### config.mk
export PLATFORM = sky130hd
export DESIGN_NAME = cad_decoder
export DESIGN_NICKNAME = d
export VERILOG_FILES = /design/src/hdl/cad_pkg.sv /design/src/hdl/cad_decoder.sv
export SDC_FILE = /design/constraint.sdc
export NUM_CORES = 2
export LEC_CHECK = 0
export ABC_CLOCK_PERIOD_IN_PS = 34700
export BUFFER_PORTS_ARGS = -buffer_cell sky130_fd_sc_hd__buf_2
export CAP_MARGIN = 15
export CORE_MARGIN = 5
export CORE_UTILIZATION = 55
export CTS_BUF_LIST = sky130_fd_sc_hd__clkbuf_2
export DETAILED_ROUTE_END_ITERATION = 7
export HOLD_SLACK_MARGIN = 0.02
export PLACE_DENSITY = 0.76
export SYNTH_ARGS = -nofsm -noshare
export SYNTH_HDL_FRONTEND = slang
export SYNTH_SLANG_ARGS = --single-unit
### constraint.sdc
create_clock -name mclk -period 34.7 [get_ports mclk]
set_clock_uncertainty 0.15 [all_clocks]
set_input_delay 3.47 -clock mclk [delete_from_list [all_inputs] [get_ports mclk]]
set_output_delay 3.47 -clock mclk [all_outputs]
set_load 0.02 [all_outputs]
### src/hdl/cad_pkg.sv
// Purpose: shared constants and types for the compressed alu op decoder
// Assumes: 16-bit opcodes, 32-bit datapath, sixteen architectural registers
// Notes:   field positions follow the usual compressed encoding
package cad_pkg;
  // group tags in the top opcode bits
  localparam logic [4:0] CAD_F2_TAG      = 5'h03;  // [15:11] add/subtract
  localparam logic [2:0] CAD_F3_TAG      = 3'h1;   // [15:13] 8-bit immediate
  localparam logic [5:0] CAD_F4_TAG      = 6'h10;  // [15:10] two-register alu
  localparam logic [5:0] CAD_F5_TAG      = 6'h11;  // [15:10] high register / branch
  // field positions (lsb of each field)
  localparam int         CAD_RD_LSB      = 0;
  localparam int         CAD_RS_LSB      = 3;
  localparam int         CAD_RN_LSB      = 6;
  localparam int         CAD_F2_IMM_BIT  = 10;
  localparam int         CAD_F2_OP_BIT   = 9;
  localparam int         CAD_F3_OP_LSB   = 11;
  localparam int         CAD_F3_RD_LSB   = 8;
  localparam int         CAD_F4_OP_LSB   = 6;
  localparam int         CAD_F5_OP_LSB   = 8;
  localparam int         CAD_F5_DH_BIT   = 7;
  localparam int         CAD_F5_SH_BIT   = 6;
  // 8-bit immediate group codes
  localparam logic [1:0] CAD_I8_MOV      = 2'h0;
  localparam logic [1:0] CAD_I8_CMP      = 2'h1;
  localparam logic [1:0] CAD_I8_ADD      = 2'h2;
  localparam logic [1:0] CAD_I8_SUB      = 2'h3;
  // two-register alu codes
  localparam logic [3:0] CAD_OP_AND      = 4'h0;
  localparam logic [3:0] CAD_OP_XOR      = 4'h1;
  localparam logic [3:0] CAD_OP_LSL      = 4'h2;
  localparam logic [3:0] CAD_OP_LSR      = 4'h3;
  localparam logic [3:0] CAD_OP_ASHR     = 4'h4;
  localparam logic [3:0] CAD_OP_ADC      = 4'h5;
  localparam logic [3:0] CAD_OP_SUBC     = 4'h6;
  localparam logic [3:0] CAD_OP_ROTR     = 4'h7;
  localparam logic [3:0] CAD_OP_ANDT     = 4'h8;
  localparam logic [3:0] CAD_OP_NEGATE   = 4'h9;
  localparam logic [3:0] CAD_OP_CMP      = 4'hA;
  localparam logic [3:0] CAD_OP_CMPADD   = 4'hB;
  localparam logic [3:0] CAD_OP_OR       = 4'hC;
  localparam logic [3:0] CAD_OP_MULT     = 4'hD;
  localparam logic [3:0] CAD_OP_ANDN     = 4'hE;
  localparam logic [3:0] CAD_OP_NOT      = 4'hF;
  // high register group codes
  localparam logic [1:0] CAD_HI_ADD      = 2'h0;
  localparam logic [1:0] CAD_HI_CMP      = 2'h1;
  localparam logic [1:0] CAD_HI_MOV      = 2'h2;
  localparam logic [1:0] CAD_HI_BRX      = 2'h3;
  // cycle counts of the expanded 32-bit forms
  localparam logic [2:0] CAD_CYC_DATA    = 3'h1;
  localparam logic [2:0] CAD_CYC_SHREG   = 3'h2;
  localparam logic [2:0] CAD_CYC_BRANCH  = 3'h3;
  localparam logic [2:0] CAD_CYC_MULT    = 3'h1;   // plus one per multiplier byte step
  // misc values
  localparam logic [3:0]  CAD_PC_REG     = 4'hF;
  localparam logic [31:0] CAD_PC_READ_OFS = 32'h0000_0004;
  localparam logic        CAD_RST_CSTATE = 1'b1;

  typedef struct packed {
    logic n;
    logic z;
    logic c;
    logic v;
  } cad_flags_t;

  typedef struct packed {
    logic        wr_en;
    logic [3:0]  wr_addr;
    logic [31:0] wr_data;
    logic        flag_en;
    cad_flags_t  flags;
    logic        pc_load;
    logic [31:0] pc_tgt;
    logic        cstate;
  } cad_res_t;

  typedef enum logic {CAD_IDLE, CAD_WAIT} cad_state_t;
endpackage : cad_pkg

### src/hdl/cad_decoder.sv
// Purpose: decode and execute four groups of compressed alu instructions
// Assumes: opcode and its address arrive together with instr_valid
// Notes:   holds its own register copy; pc lives in fetch, loaded via pc_load_ff
//
// Functional notes
// - cycles equal the expanded 32-bit form
// - op bit: 0 adds, 1 subtracts
// - immediate bit picks register or imm3
// - groups two to four update flags
// - imm8 codes: 00 move, 01 compare
// - imm8 codes: 10 add, 11 subtract
// - add and subtract with carry flag
// - test and compares touch flags only
// - negate stores zero minus source
// - multiply stores product, sets flags
// - high bits reach registers 8 to 15
// - high group 00 add, 01 compare
// - only high compare changes flags
// - high code 10 moves across banks
// - branch exchange loads pc from register
// - target bit 0 selects new state
// - r15 reads as address plus 4
`timescale 1ns/1ns
module cad_decoder
  import cad_pkg::*;
(
  input  wire logic        mclk,         // core clock
  input  wire logic        rst,          // synchronous reset
  input  wire logic        instr_valid,  // opcode offered
  input  wire logic [15:0] instr,        // compressed opcode
  input  wire logic [31:0] instr_addr,   // address of the opcode
  output logic             ready_ff,     // opcode taken when high
  output logic             wr_en_ff,     // register write pulse
  output logic [3:0]       wr_addr_ff,   // register written
  output logic [31:0]      wr_data_ff,   // value written
  output cad_flags_t       flags_ff,     // processor_status_flags
  output logic             pc_load_ff,   // pc load pulse
  output logic [31:0]      pc_tgt_ff,    // new pc, bit 0 clear
  output logic             cstate_ff     // 1 in compressed state
);
  typedef struct packed {
    logic [31:0] sum;
    logic        c;
    logic        v;
  } cad_sum_t;

  logic [31:0] regs_ff [16];   // register copy, entry 15 unused
  logic [31:0] nxt_regs [16];
  cad_state_t  state_ff, nxt_state;
  logic [2:0]  cnt_ff, nxt_cnt;
  cad_res_t    pend_ff, nxt_pend;  // result waiting for its last cycle
  cad_res_t    ex;                 // result of the offered opcode
  logic [2:0]  ex_cyc;             // cycles the offered opcode takes
  cad_flags_t  nxt_flags;
  logic        nxt_ready, nxt_wr_en, nxt_pc_load, nxt_cstate;
  logic [3:0]  nxt_wr_addr;
  logic [31:0] nxt_wr_data, nxt_pc_tgt;
  logic        acc;              // opcode accepted this cycle

  assign acc = instr_valid && ready_ff && (state_ff == CAD_IDLE);

  // adder shared by the add, subtract and compare forms except the high register add
  function automatic cad_sum_t addc(input logic [31:0] a, input logic [31:0] b,
                                    input logic cin);
    cad_sum_t   r;
    logic [32:0] t;
    t = {1'b0, a} + {1'b0, b} + {32'h0000_0000, cin};
    r.sum = t[31:0];
    r.c = t[32];
    r.v = (a[31] == b[31]) && (t[31] != a[31]);
    return r;
  endfunction : addc

  // register read; r15 gives the pipelined pc view
  function automatic logic [31:0] rd_reg(input logic [3:0] idx,
                                         input logic [31:0] pc);
    logic [31:0] p;
    p = pc + CAD_PC_READ_OFS;
    if (idx == CAD_PC_REG) return {p[31:1], 1'b0};
    return regs_ff[idx];
  endfunction : rd_reg

  // decode and execute the offered opcode
  always_comb begin : decode
    logic [31:0] a, b, w, sh;
    logic [3:0]  dst;
    logic [7:0]  amt;
    logic        wen, fen, csh;
    cad_sum_t    s;
    a = '0;
    b = '0;
    w = '0;
    sh = '0;
    dst = '0;
    amt = '0;
    wen = 1'b0;
    fen = 1'b0;
    csh = flags_ff.c;
    s = '0;
    ex = '0;
    ex.flags = flags_ff;
    ex.cstate = cstate_ff;
    ex_cyc = CAD_CYC_DATA;
    if (instr[15:11] == CAD_F2_TAG) begin
      a = rd_reg({1'b0, instr[CAD_RS_LSB +: 3]}, instr_addr);
      b = instr[CAD_F2_IMM_BIT] ? {29'h0, instr[CAD_RN_LSB +: 3]}
                                : rd_reg({1'b0, instr[CAD_RN_LSB +: 3]}, instr_addr);
      s = instr[CAD_F2_OP_BIT] ? addc(a, ~b, 1'b1) : addc(a, b, 1'b0);
      dst = {1'b0, instr[CAD_RD_LSB +: 3]};
      w = s.sum;
      wen = 1'b1;
      fen = 1'b1;
    end else if (instr[15:13] == CAD_F3_TAG) begin
      dst = {1'b0, instr[CAD_F3_RD_LSB +: 3]};
      a = rd_reg(dst, instr_addr);
      b = {24'h0, instr[7:0]};
      fen = 1'b1;
      case (instr[CAD_F3_OP_LSB +: 2])
        CAD_I8_MOV: begin
          w = b;
          s = '{sum: b, c: flags_ff.c, v: flags_ff.v};
          wen = 1'b1;
        end
        CAD_I8_CMP: s = addc(a, ~b, 1'b1);
        CAD_I8_ADD: begin
          s = addc(a, b, 1'b0);
          wen = 1'b1;
        end
        default: begin
          s = addc(a, ~b, 1'b1);
          wen = 1'b1;
        end
      endcase
      w = s.sum;
    end else if (instr[15:10] == CAD_F4_TAG) begin
      dst = {1'b0, instr[CAD_RD_LSB +: 3]};
      a = rd_reg(dst, instr_addr);
      b = rd_reg({1'b0, instr[CAD_RS_LSB +: 3]}, instr_addr);
      amt = b[7:0];
      fen = 1'b1;
      wen = 1'b1;
      case (instr[CAD_F4_OP_LSB +: 4])
        CAD_OP_AND: sh = a & b;
        CAD_OP_XOR: sh = a ^ b;
        CAD_OP_OR: sh = a | b;
        CAD_OP_ANDN: sh = a & ~b;
        CAD_OP_NOT: sh = ~b;
        // register shifts, carry is the last bit out
        CAD_OP_LSL: begin
          if (amt != 8'h00) {csh, sh} = {1'b0, a} << amt;
          else sh = a;
          ex_cyc = CAD_CYC_SHREG;
        end
        CAD_OP_LSR: begin
          if (amt != 8'h00) {sh, csh} = {a, 1'b0} >> amt;
          else sh = a;
          ex_cyc = CAD_CYC_SHREG;
        end
        CAD_OP_ASHR: begin
          if (amt != 8'h00) {sh, csh} = $signed({a, 1'b0}) >>> amt;
          else sh = a;
          ex_cyc = CAD_CYC_SHREG;
        end
        CAD_OP_ROTR: begin
          sh = (a >> amt[4:0]) | (a << (6'h20 - {1'b0, amt[4:0]}));
          if (amt != 8'h00) csh = sh[31];
          ex_cyc = CAD_CYC_SHREG;
        end
        CAD_OP_ADC: s = addc(a, b, flags_ff.c);
        CAD_OP_SUBC: s = addc(a, ~b, flags_ff.c);
        CAD_OP_NEGATE: s = addc(32'h0000_0000, ~b, 1'b1);
        CAD_OP_ANDT: begin
          sh = a & b;
          wen = 1'b0;
        end
        CAD_OP_CMP: begin
          s = addc(a, ~b, 1'b1);
          wen = 1'b0;
        end
        CAD_OP_CMPADD: begin
          s = addc(a, b, 1'b0);
          wen = 1'b0;
        end
        // multiply, early exit on the multiplier in dst
        default: begin
          sh = a * b;
          if (a[31:8] == 24'h0 || a[31:8] == 24'hFF_FFFF) ex_cyc = CAD_CYC_MULT + 3'h1;
          else if (a[31:16] == 16'h0 || a[31:16] == 16'hFFFF) ex_cyc = CAD_CYC_MULT + 3'h2;
          else if (a[31:24] == 8'h0 || a[31:24] == 8'hFF) ex_cyc = CAD_CYC_MULT + 3'h3;
          else ex_cyc = CAD_CYC_MULT + 3'h4;
        end
      endcase
      // arithmetic forms take adder flags, others keep v and take shifter carry
      if (instr[CAD_F4_OP_LSB +: 4] inside {CAD_OP_ADC, CAD_OP_SUBC, CAD_OP_NEGATE,
                                             CAD_OP_CMP, CAD_OP_CMPADD}) begin
        w = s.sum;
      end else begin
        w = sh;
        s = '{sum: sh, c: csh, v: flags_ff.v};
      end
    end else if (instr[15:10] == CAD_F5_TAG) begin
      dst = {instr[CAD_F5_DH_BIT], instr[CAD_RD_LSB +: 3]};
      a = rd_reg(dst, instr_addr);
      b = rd_reg({instr[CAD_F5_SH_BIT], instr[CAD_RS_LSB +: 3]}, instr_addr);
      // code 10 move, code 11 branch
      case (instr[CAD_F5_OP_LSB +: 2])
        CAD_HI_ADD: begin
          w = a + b;
          wen = 1'b1;
        end
        // compare is the only flag writer here
        CAD_HI_CMP: begin
          s = addc(a, ~b, 1'b1);
          fen = 1'b1;
        end
        CAD_HI_MOV: begin
          w = b;
          wen = 1'b1;
        end
        // branch exchange, dest high bit is ignored
        default: begin
          ex.pc_load = 1'b1;
          ex.pc_tgt = {b[31:1], 1'b0};
          ex.cstate = b[0];
          ex_cyc = CAD_CYC_BRANCH;
        end
      endcase
    end
    if (fen) begin
      ex.flag_en = 1'b1;
      ex.flags = '{n: s.sum[31], z: (s.sum == 32'h0000_0000), c: s.c, v: s.v};
    end
    // writes to r15 become a pc load and refill like a branch
    if (wen && dst == CAD_PC_REG) begin
      ex.pc_load = 1'b1;
      ex.pc_tgt = {w[31:1], 1'b0};
      ex_cyc = CAD_CYC_BRANCH;
    end else if (wen) begin
      ex.wr_en = 1'b1;
      ex.wr_addr = dst;
      ex.wr_data = w;
    end
  end

  // sequencing: hold the result until its last cycle, then commit
  always_comb begin : next_state
    cad_res_t cres;
    logic     commit;
    cres = pend_ff;
    commit = 1'b0;
    nxt_state = state_ff;
    nxt_cnt = cnt_ff;
    nxt_pend = pend_ff;
    nxt_ready = ready_ff;
    nxt_regs = regs_ff;
    nxt_flags = flags_ff;
    nxt_cstate = cstate_ff;
    nxt_wr_en = 1'b0;
    nxt_pc_load = 1'b0;
    nxt_wr_addr = wr_addr_ff;
    nxt_wr_data = wr_data_ff;
    nxt_pc_tgt = pc_tgt_ff;
    case (state_ff)
      CAD_IDLE: begin
        if (acc && ex_cyc == CAD_CYC_DATA) begin
          commit = 1'b1;
          cres = ex;
        end else if (acc) begin
          nxt_pend = ex;
          nxt_cnt = ex_cyc - 3'h1;
          nxt_state = CAD_WAIT;
          nxt_ready = 1'b0;
        end
      end
      CAD_WAIT: begin
        if (cnt_ff == 3'h1) begin
          commit = 1'b1;
          nxt_state = CAD_IDLE;
          nxt_ready = 1'b1;
        end else begin
          nxt_cnt = cnt_ff - 3'h1;
        end
      end
      default: begin
        nxt_state = CAD_IDLE;
        nxt_ready = 1'b1;
      end
    endcase
    if (commit) begin
      nxt_wr_en = cres.wr_en;
      nxt_pc_load = cres.pc_load;
      nxt_cstate = cres.cstate;
      if (cres.wr_en) begin
        nxt_regs[cres.wr_addr] = cres.wr_data;
        nxt_wr_addr = cres.wr_addr;
        nxt_wr_data = cres.wr_data;
      end
      if (cres.flag_en) nxt_flags = cres.flags;
      if (cres.pc_load) nxt_pc_tgt = cres.pc_tgt;
    end
  end

  // registers only
  always_ff @(posedge mclk) begin : regs
    if (rst) begin
      state_ff <= CAD_IDLE;
      cnt_ff <= '0;
      pend_ff <= '0;
      ready_ff <= 1'b1;
      regs_ff <= '{default: 32'h0000_0000};
      flags_ff <= '0;
      cstate_ff <= CAD_RST_CSTATE;
      wr_en_ff <= 1'b0;
      wr_addr_ff <= '0;
      wr_data_ff <= '0;
      pc_load_ff <= 1'b0;
      pc_tgt_ff <= '0;
    end else begin
      state_ff <= nxt_state;
      cnt_ff <= nxt_cnt;
      pend_ff <= nxt_pend;
      ready_ff <= nxt_ready;
      regs_ff <= nxt_regs;
      flags_ff <= nxt_flags;
      cstate_ff <= nxt_cstate;
      wr_en_ff <= nxt_wr_en;
      wr_addr_ff <= nxt_wr_addr;
      wr_data_ff <= nxt_wr_data;
      pc_load_ff <= nxt_pc_load;
      pc_tgt_ff <= nxt_pc_tgt;
    end
  end

  // checks on the committed results
  logic        is_f2, is_f3, is_f4, is_f5;
  logic [31:0] chk_rs, chk_rd3;
  assign is_f2 = acc && instr[15:11] == CAD_F2_TAG;
  assign is_f3 = acc && instr[15:13] == CAD_F3_TAG;
  assign is_f4 = acc && instr[15:10] == CAD_F4_TAG;
  assign is_f5 = acc && instr[15:10] == CAD_F5_TAG;
  assign chk_rs = regs_ff[{1'b0, instr[CAD_RS_LSB +: 3]}];
  assign chk_rd3 = regs_ff[{1'b0, instr[CAD_F3_RD_LSB +: 3]}];
endmodule : cad_decoder

==> results of run 1 <==
[per-layer routing]
layer	GRT usage
met1	0.6504
met2	0.7716
met3	0.2917
met4	0.4747
met5	0.007337
[kinds of logic after synthesis]
group,Yosys count,synth area share
XOR/XNOR,354,0.03891
flip-flops,658,0.1635
adder cells (fa/ha/maj),792,0.1617
AO/OA/AOI/OAI,2689,0.2301
AND/OR/NAND/NOR,3355,0.1818
multiplexers,727,0.1487
buffers and inverters,1503,0.07520
other,1,0.00004654
[metrics by stage]
| stage | worst slack, ns | cells | hold slack (ns) |
|---|---|---|---|
| floorplan | 20.68 | 10080 | 0.2720 |
| global placement | 17.92 | 11610 | 0.2890 |
| detailed placement | 17.82 | 11620 | 0.2988 |
| CTS | 19.17 | 11890 | 0.3139 |
| global route | 18.52 | 11910 | 0.3330 |
==> impl_metrics.json, run 1 <==
{
  "status": "did not finish",
  "lastStage": "detailed routing (5_2_route)",
  "error_line": "[ERROR DRT-1231] Pin _18877_/B does not have access point",
  "synth_area_leaders": "dfxtp_1 16%, fa_1 10%, mux4_2 9.8%",
  "clockBufferDepth": 3,
  "grtUsageTotal": 0.5654,
  "synth_ff_type": "dfxtp_1",
  "synth_common_cells": "1506 x nor2_1, 953 x nand2_1, 658 x dfxtp_1, 626 x inv_1, 605 x a211oi_1",
  "ys_warn_count": 0,
  "grt_pass1_wl_microns": 625400,
  "grt-ovfl-total": 0,
  "post_cts_buffers": 0,
  "initial_core_util": 0.5536,
  "cts_resized": 0,
  "dp_hpwl_microns": 324700,
  "die_h_microns": 392.8,
  "syn_inst": 10080,
  "yosysTopAreaCellShare": 0.1635,
  "dpl-instance-area_sq_um": 83240,
  "synth.most_common_cell": "nor2_1",
  "antenna_found_initial": 67,
  "seq_area_frac_synth": 0.1635,
  "grt_pass1_vias": 83700,
  "cts_inserted_buffers": 159,
  "synth-edff-count": 0,
  "cts-root-buf": "clkbuf_2",
  "ys_async_sr_fraction": 0,
  "synth_cell_types": 118,
  "cts_max_level": 4,
  "hold_buffers": 0,
  "ys_seq_elements": 658,
  "grt_max_degree": 218,
  "yosys.area.top_type": "dfxtp_1",
  "portBuffers": 124,
  "rows": 140,
  "cts_num_sinks": 658,
  "synth.cell_area_sq_um": 80580,
  "synth_area_per_cell_sq_um": 7.995,
  "die_width_microns": 392.8,
  "gp_congestion": 1.210,
  "syn_nets": 10920,
  "ios": 127
}
==> inputs of run 2 (changes only) <==
CORE_UTILIZATION = 40   (was 55)
CTS_BUF_LIST = unset   (was sky130_fd_sc_hd__clkbuf_2)
HOLD_SLACK_MARGIN = unset   (was 0.02)
PLACE_DENSITY = unset   (was 0.76)
PLACE_DENSITY_LB_ADDON = 0.15   (was unset)
==> run 2 against run 1 <==
- the flow now finishes, with violations (DRC)
- synthesized cell count unchanged
- synthesized area unchanged
- global-route usage is 12 points lower
==> impl_metrics.json, run 2 <==
{
  "status": "finished with violations",
  "violations": "DRC",
  "hp-class": "flop to flop",
  "synth_area_leaders": "dfxtp_1 16%, fa_1 10%, mux4_2 9.8%",
  "power_frac_clock": 0.386,
  "cp.buffers_inverters": 10,
  "drt_iter0_markers": 12260,
  "grt-ovfl-total": 0,
  "grt_max_degree": 171,
  "r2r_end": "regs_ff[479]",
  "switching_share": 0.3549,
  "dp_hpwl_microns": 361600,
  "arrival_ns": 17.47,
  "yosysTopAreaCellShare": 0.1635,
  "r2r_setup_slack_ns": 20.94,
  "worstPathMaxFanout": 55,
  "grtUsageTotal": 0.4444,
  "critPathCaptureType": "flop",
  "viasPerCell": 6.898,
  "largest_reg_flops": 504,
  "grt_pass1_wl_microns": 664000,
  "die_width_microns": 458.8,
  "ys_async_sr_fraction": 0,
  "critPathKind": "input port to flop",
  "layout_commonest_cell": "nor2_1",
  "synth_xor_area_frac": 0.03891,
  "fin_nets": 10660,
  "synth_area_per_cell_sq_um": 7.995,
  "cpMostUsedCell": "buf_4",
  "cp_data_required_time_ns": 35.07,
  "crit_path_start": "instr[5]",
  "drive_gt1_frac": 0.1319,
  "power.internal_mw": 1.429,
  "seq_area_frac_synth": 0.1635,
  "mostFrequentLayoutCells": "1484 x nor2_1, 950 x nand2_1, 658 x dfxtp_1",
  "critPathSlowestCell": "mux4_4",
  "synth-compound-area-share": 0.2301,
  "hold_viol_final": 0,
  "max_clock_freq_ghz": 0.05850,
  "p_leak_nw": 33.42,
  "clkTransAtPathRegs_ns": 0.06,
  "hold_buffers": 0,
  "drv_cap": 0,
  "start_kind": "input port",
  "synth_common_cells": "1506 x nor2_1, 953 x nand2_1, 658 x dfxtp_1, 626 x inv_1, 605 x a211oi_1",
  "rows": 164,
  "r2r_start": "regs_ff[266]",
  "cts-root-buf": "clkbuf_16",
  "wl_per_cell_microns": 38.70,
  "cp_num_cells": 38,
  "synth_top_family_by_area": "compound AO/OA/AOI/OAI gates",
  "cts_resized": 0,
  "synth.area.mux_share": 0.1487,
  "gp_congestion": 1.062,
  "syn_inst": 10080,
  "fin_crit_ns": 17.09,
  "synth.most_common_cell": "nor2_1",
  "reg_top3": "regs_ff (504), pend_ff (75), wr_data_ff (32)",
  "clk_latency_ns": 0.71,
  "cts_num_sinks": 658,
  "tns_ns": 0,
  "grt_pass1_vias": 80010,
  "combPwrFrac": 0.269,
  "synth_adder_area_share": 0.1617,
  "yosys.area.top_type": "dfxtp_1",
  "synth_cell_types": 118,
  "syn2layout_area_growth_pct": 8.343,
  "initial_core_util": 0.4028,
  "cts_inserted_buffers": 74,
  "wirelength_microns": 486100,
  "synth.cell_area_sq_um": 80580,
  "seq_power_share": 0.345,
  "reg2reg_depth": 33,
  "ys_seq_elements": 658,
  "antenna_found_initial": 54,
  "post_cts_buffers": 0,
  "drcViolationCount": 7,
  "cts_max_level": 3,
  "drtPass1Iterations": 8,
  "ant_nets": 0,
  "slew_viol_final": 0,
  "crit_family": "compound AO/OA/AOI/OAI gates",
  "cts_tree": "done",
  "period_share": 0.4926,
  "synth_ff_type": "dfxtp_1",
  "finalSetupViolations": 0,
  "slowest_delay_ns": 0.97,
  "vias": 86630,
  "portBuffers": 124,
  "relSlewSlack": 0.02121,
  "clockBufferDepth": 3,
  "ios": 127,
  "rsz0062_at_grt": "no",
  "ys_warn_count": 0,
  "synth-edff-count": 0,
  "powerDensity_nw_per_um2": 25.38,
  "core_sq_um": 200100,
  "dieArea_sq_um": 210500,
  "p_switching_mw": 0.7862,
  "top_register": "regs_ff",
  "die_h_microns": 458.8,
  "tightest_slew_ns": 1.468,
  "synth-simple-area-share": 0.1818,
  "utilization": 0.4364,
  "max-vdd-ir-drop_mv": 0.04346,
  "cp-endpoint": "regs_ff[479]",
  "syn_nets": 10920
}
run 2: power groups by stage:
stage | sequential [mW] | clock (mW) | combinational [mW]
2_1_floorplan | 0.782 | 0 | 0.334
3_3_place_gp | 0.780 | 0 | 0.567
3_5_place_dp | 0.780 | 0 | 0.566
4_1_cts | 0.763 | 0.871 | 0.567
5_1_grt | 0.764 | 0.899 | 0.605
6_report | 0.764 | 0.856 | 0.596
run 2: kinds of logic (layout without fill, tap and decap cells):
family | count (synthesis) | after routing
AOI/OAI and AO/OA | 2689 | 2689
xor gates and xnor gates | 354 | 354
adders and majority gates | 792 | 792
buffers and inverters | 1503 | 1290
DFF | 658 | 658
muxes | 727 | 727
other | 1 | 39
and+or+nand+nor | 3355 | 3355
run 2: how the worst min path moves through the flow:
stage                      startpoint          end  slack (ns)  depth (start not counted)
after floorplan             cnt_ff[2]    cnt_ff[2]        0.27                          1
after detailed placement    cnt_ff[2]    cnt_ff[2]        0.29                          1
after global routing      pend_ff[43]  pend_ff[43]        0.33                          2
after global placement    pend_ff[54]  pend_ff[54]        0.29                          2
after CTS                 pend_ff[67]  pend_ff[67]        0.31                          2
final                     pend_ff[54]  pend_ff[54]        0.31                          2
run 2: per-layer routing:
| metal | vias up | global-route usage | part of all wire |
|---|---|---|---|
| met3 | 1441 | 0.1259 | 0.11 |
| met2 | 6039 | 0.6607 | 0.42 |
| met1 | 43210 | 0.5536 | 0.38 |
| met4 | 26 | 0.3181 | 0.087 |
| met5 | - | 0 | 0.00033 |
| li1 | 35920 | - | - |
run 2: area by class of cell:
class	count	area, sq um
Timing Repair Buffer	496	3601
Sequential cell	658	13170
Multi-Input combinational cell	7918	62000
Clock buffer	103	2171
Inverter	665	2505
Clock inverter	26	434.2
Tap cell	2656	3323
Antenna cell	38	95.09
Fill cell	20270	112800
run 2: per-stage QoR:
stage | power [mW] | hold slack, ns | instance area [sq um] | cells | setup WS [ns]
3_5_place_dp | 1.346 | 0.2924 | 84560 | 12390 | 17.90
2_1_floorplan | 1.116 | 0.2720 | 80580 | 10080 | 20.68
4_1_cts | 2.202 | 0.3078 | 87160 | 12520 | 18.62
6_report | 2.215 | 0.3091 | 87300 | 12560 | 17.61
5_1_grt | 2.268 | 0.3268 | 87210 | 12520 | 17.57
3_3_place_gp | 1.347 | 0.2924 | 84500 | 12390 | 17.95
run 2: worst min-delay path, delay by kind of cell, from the launching register on:
family / cells / cell delay [ns]
flip-flops: 1 / 0.31
AND/OR/NAND/NOR: 1 / 0.05
AO/OA/AOI/OAI: 1 / 0.05
Power figures use the tool's default switching activity.
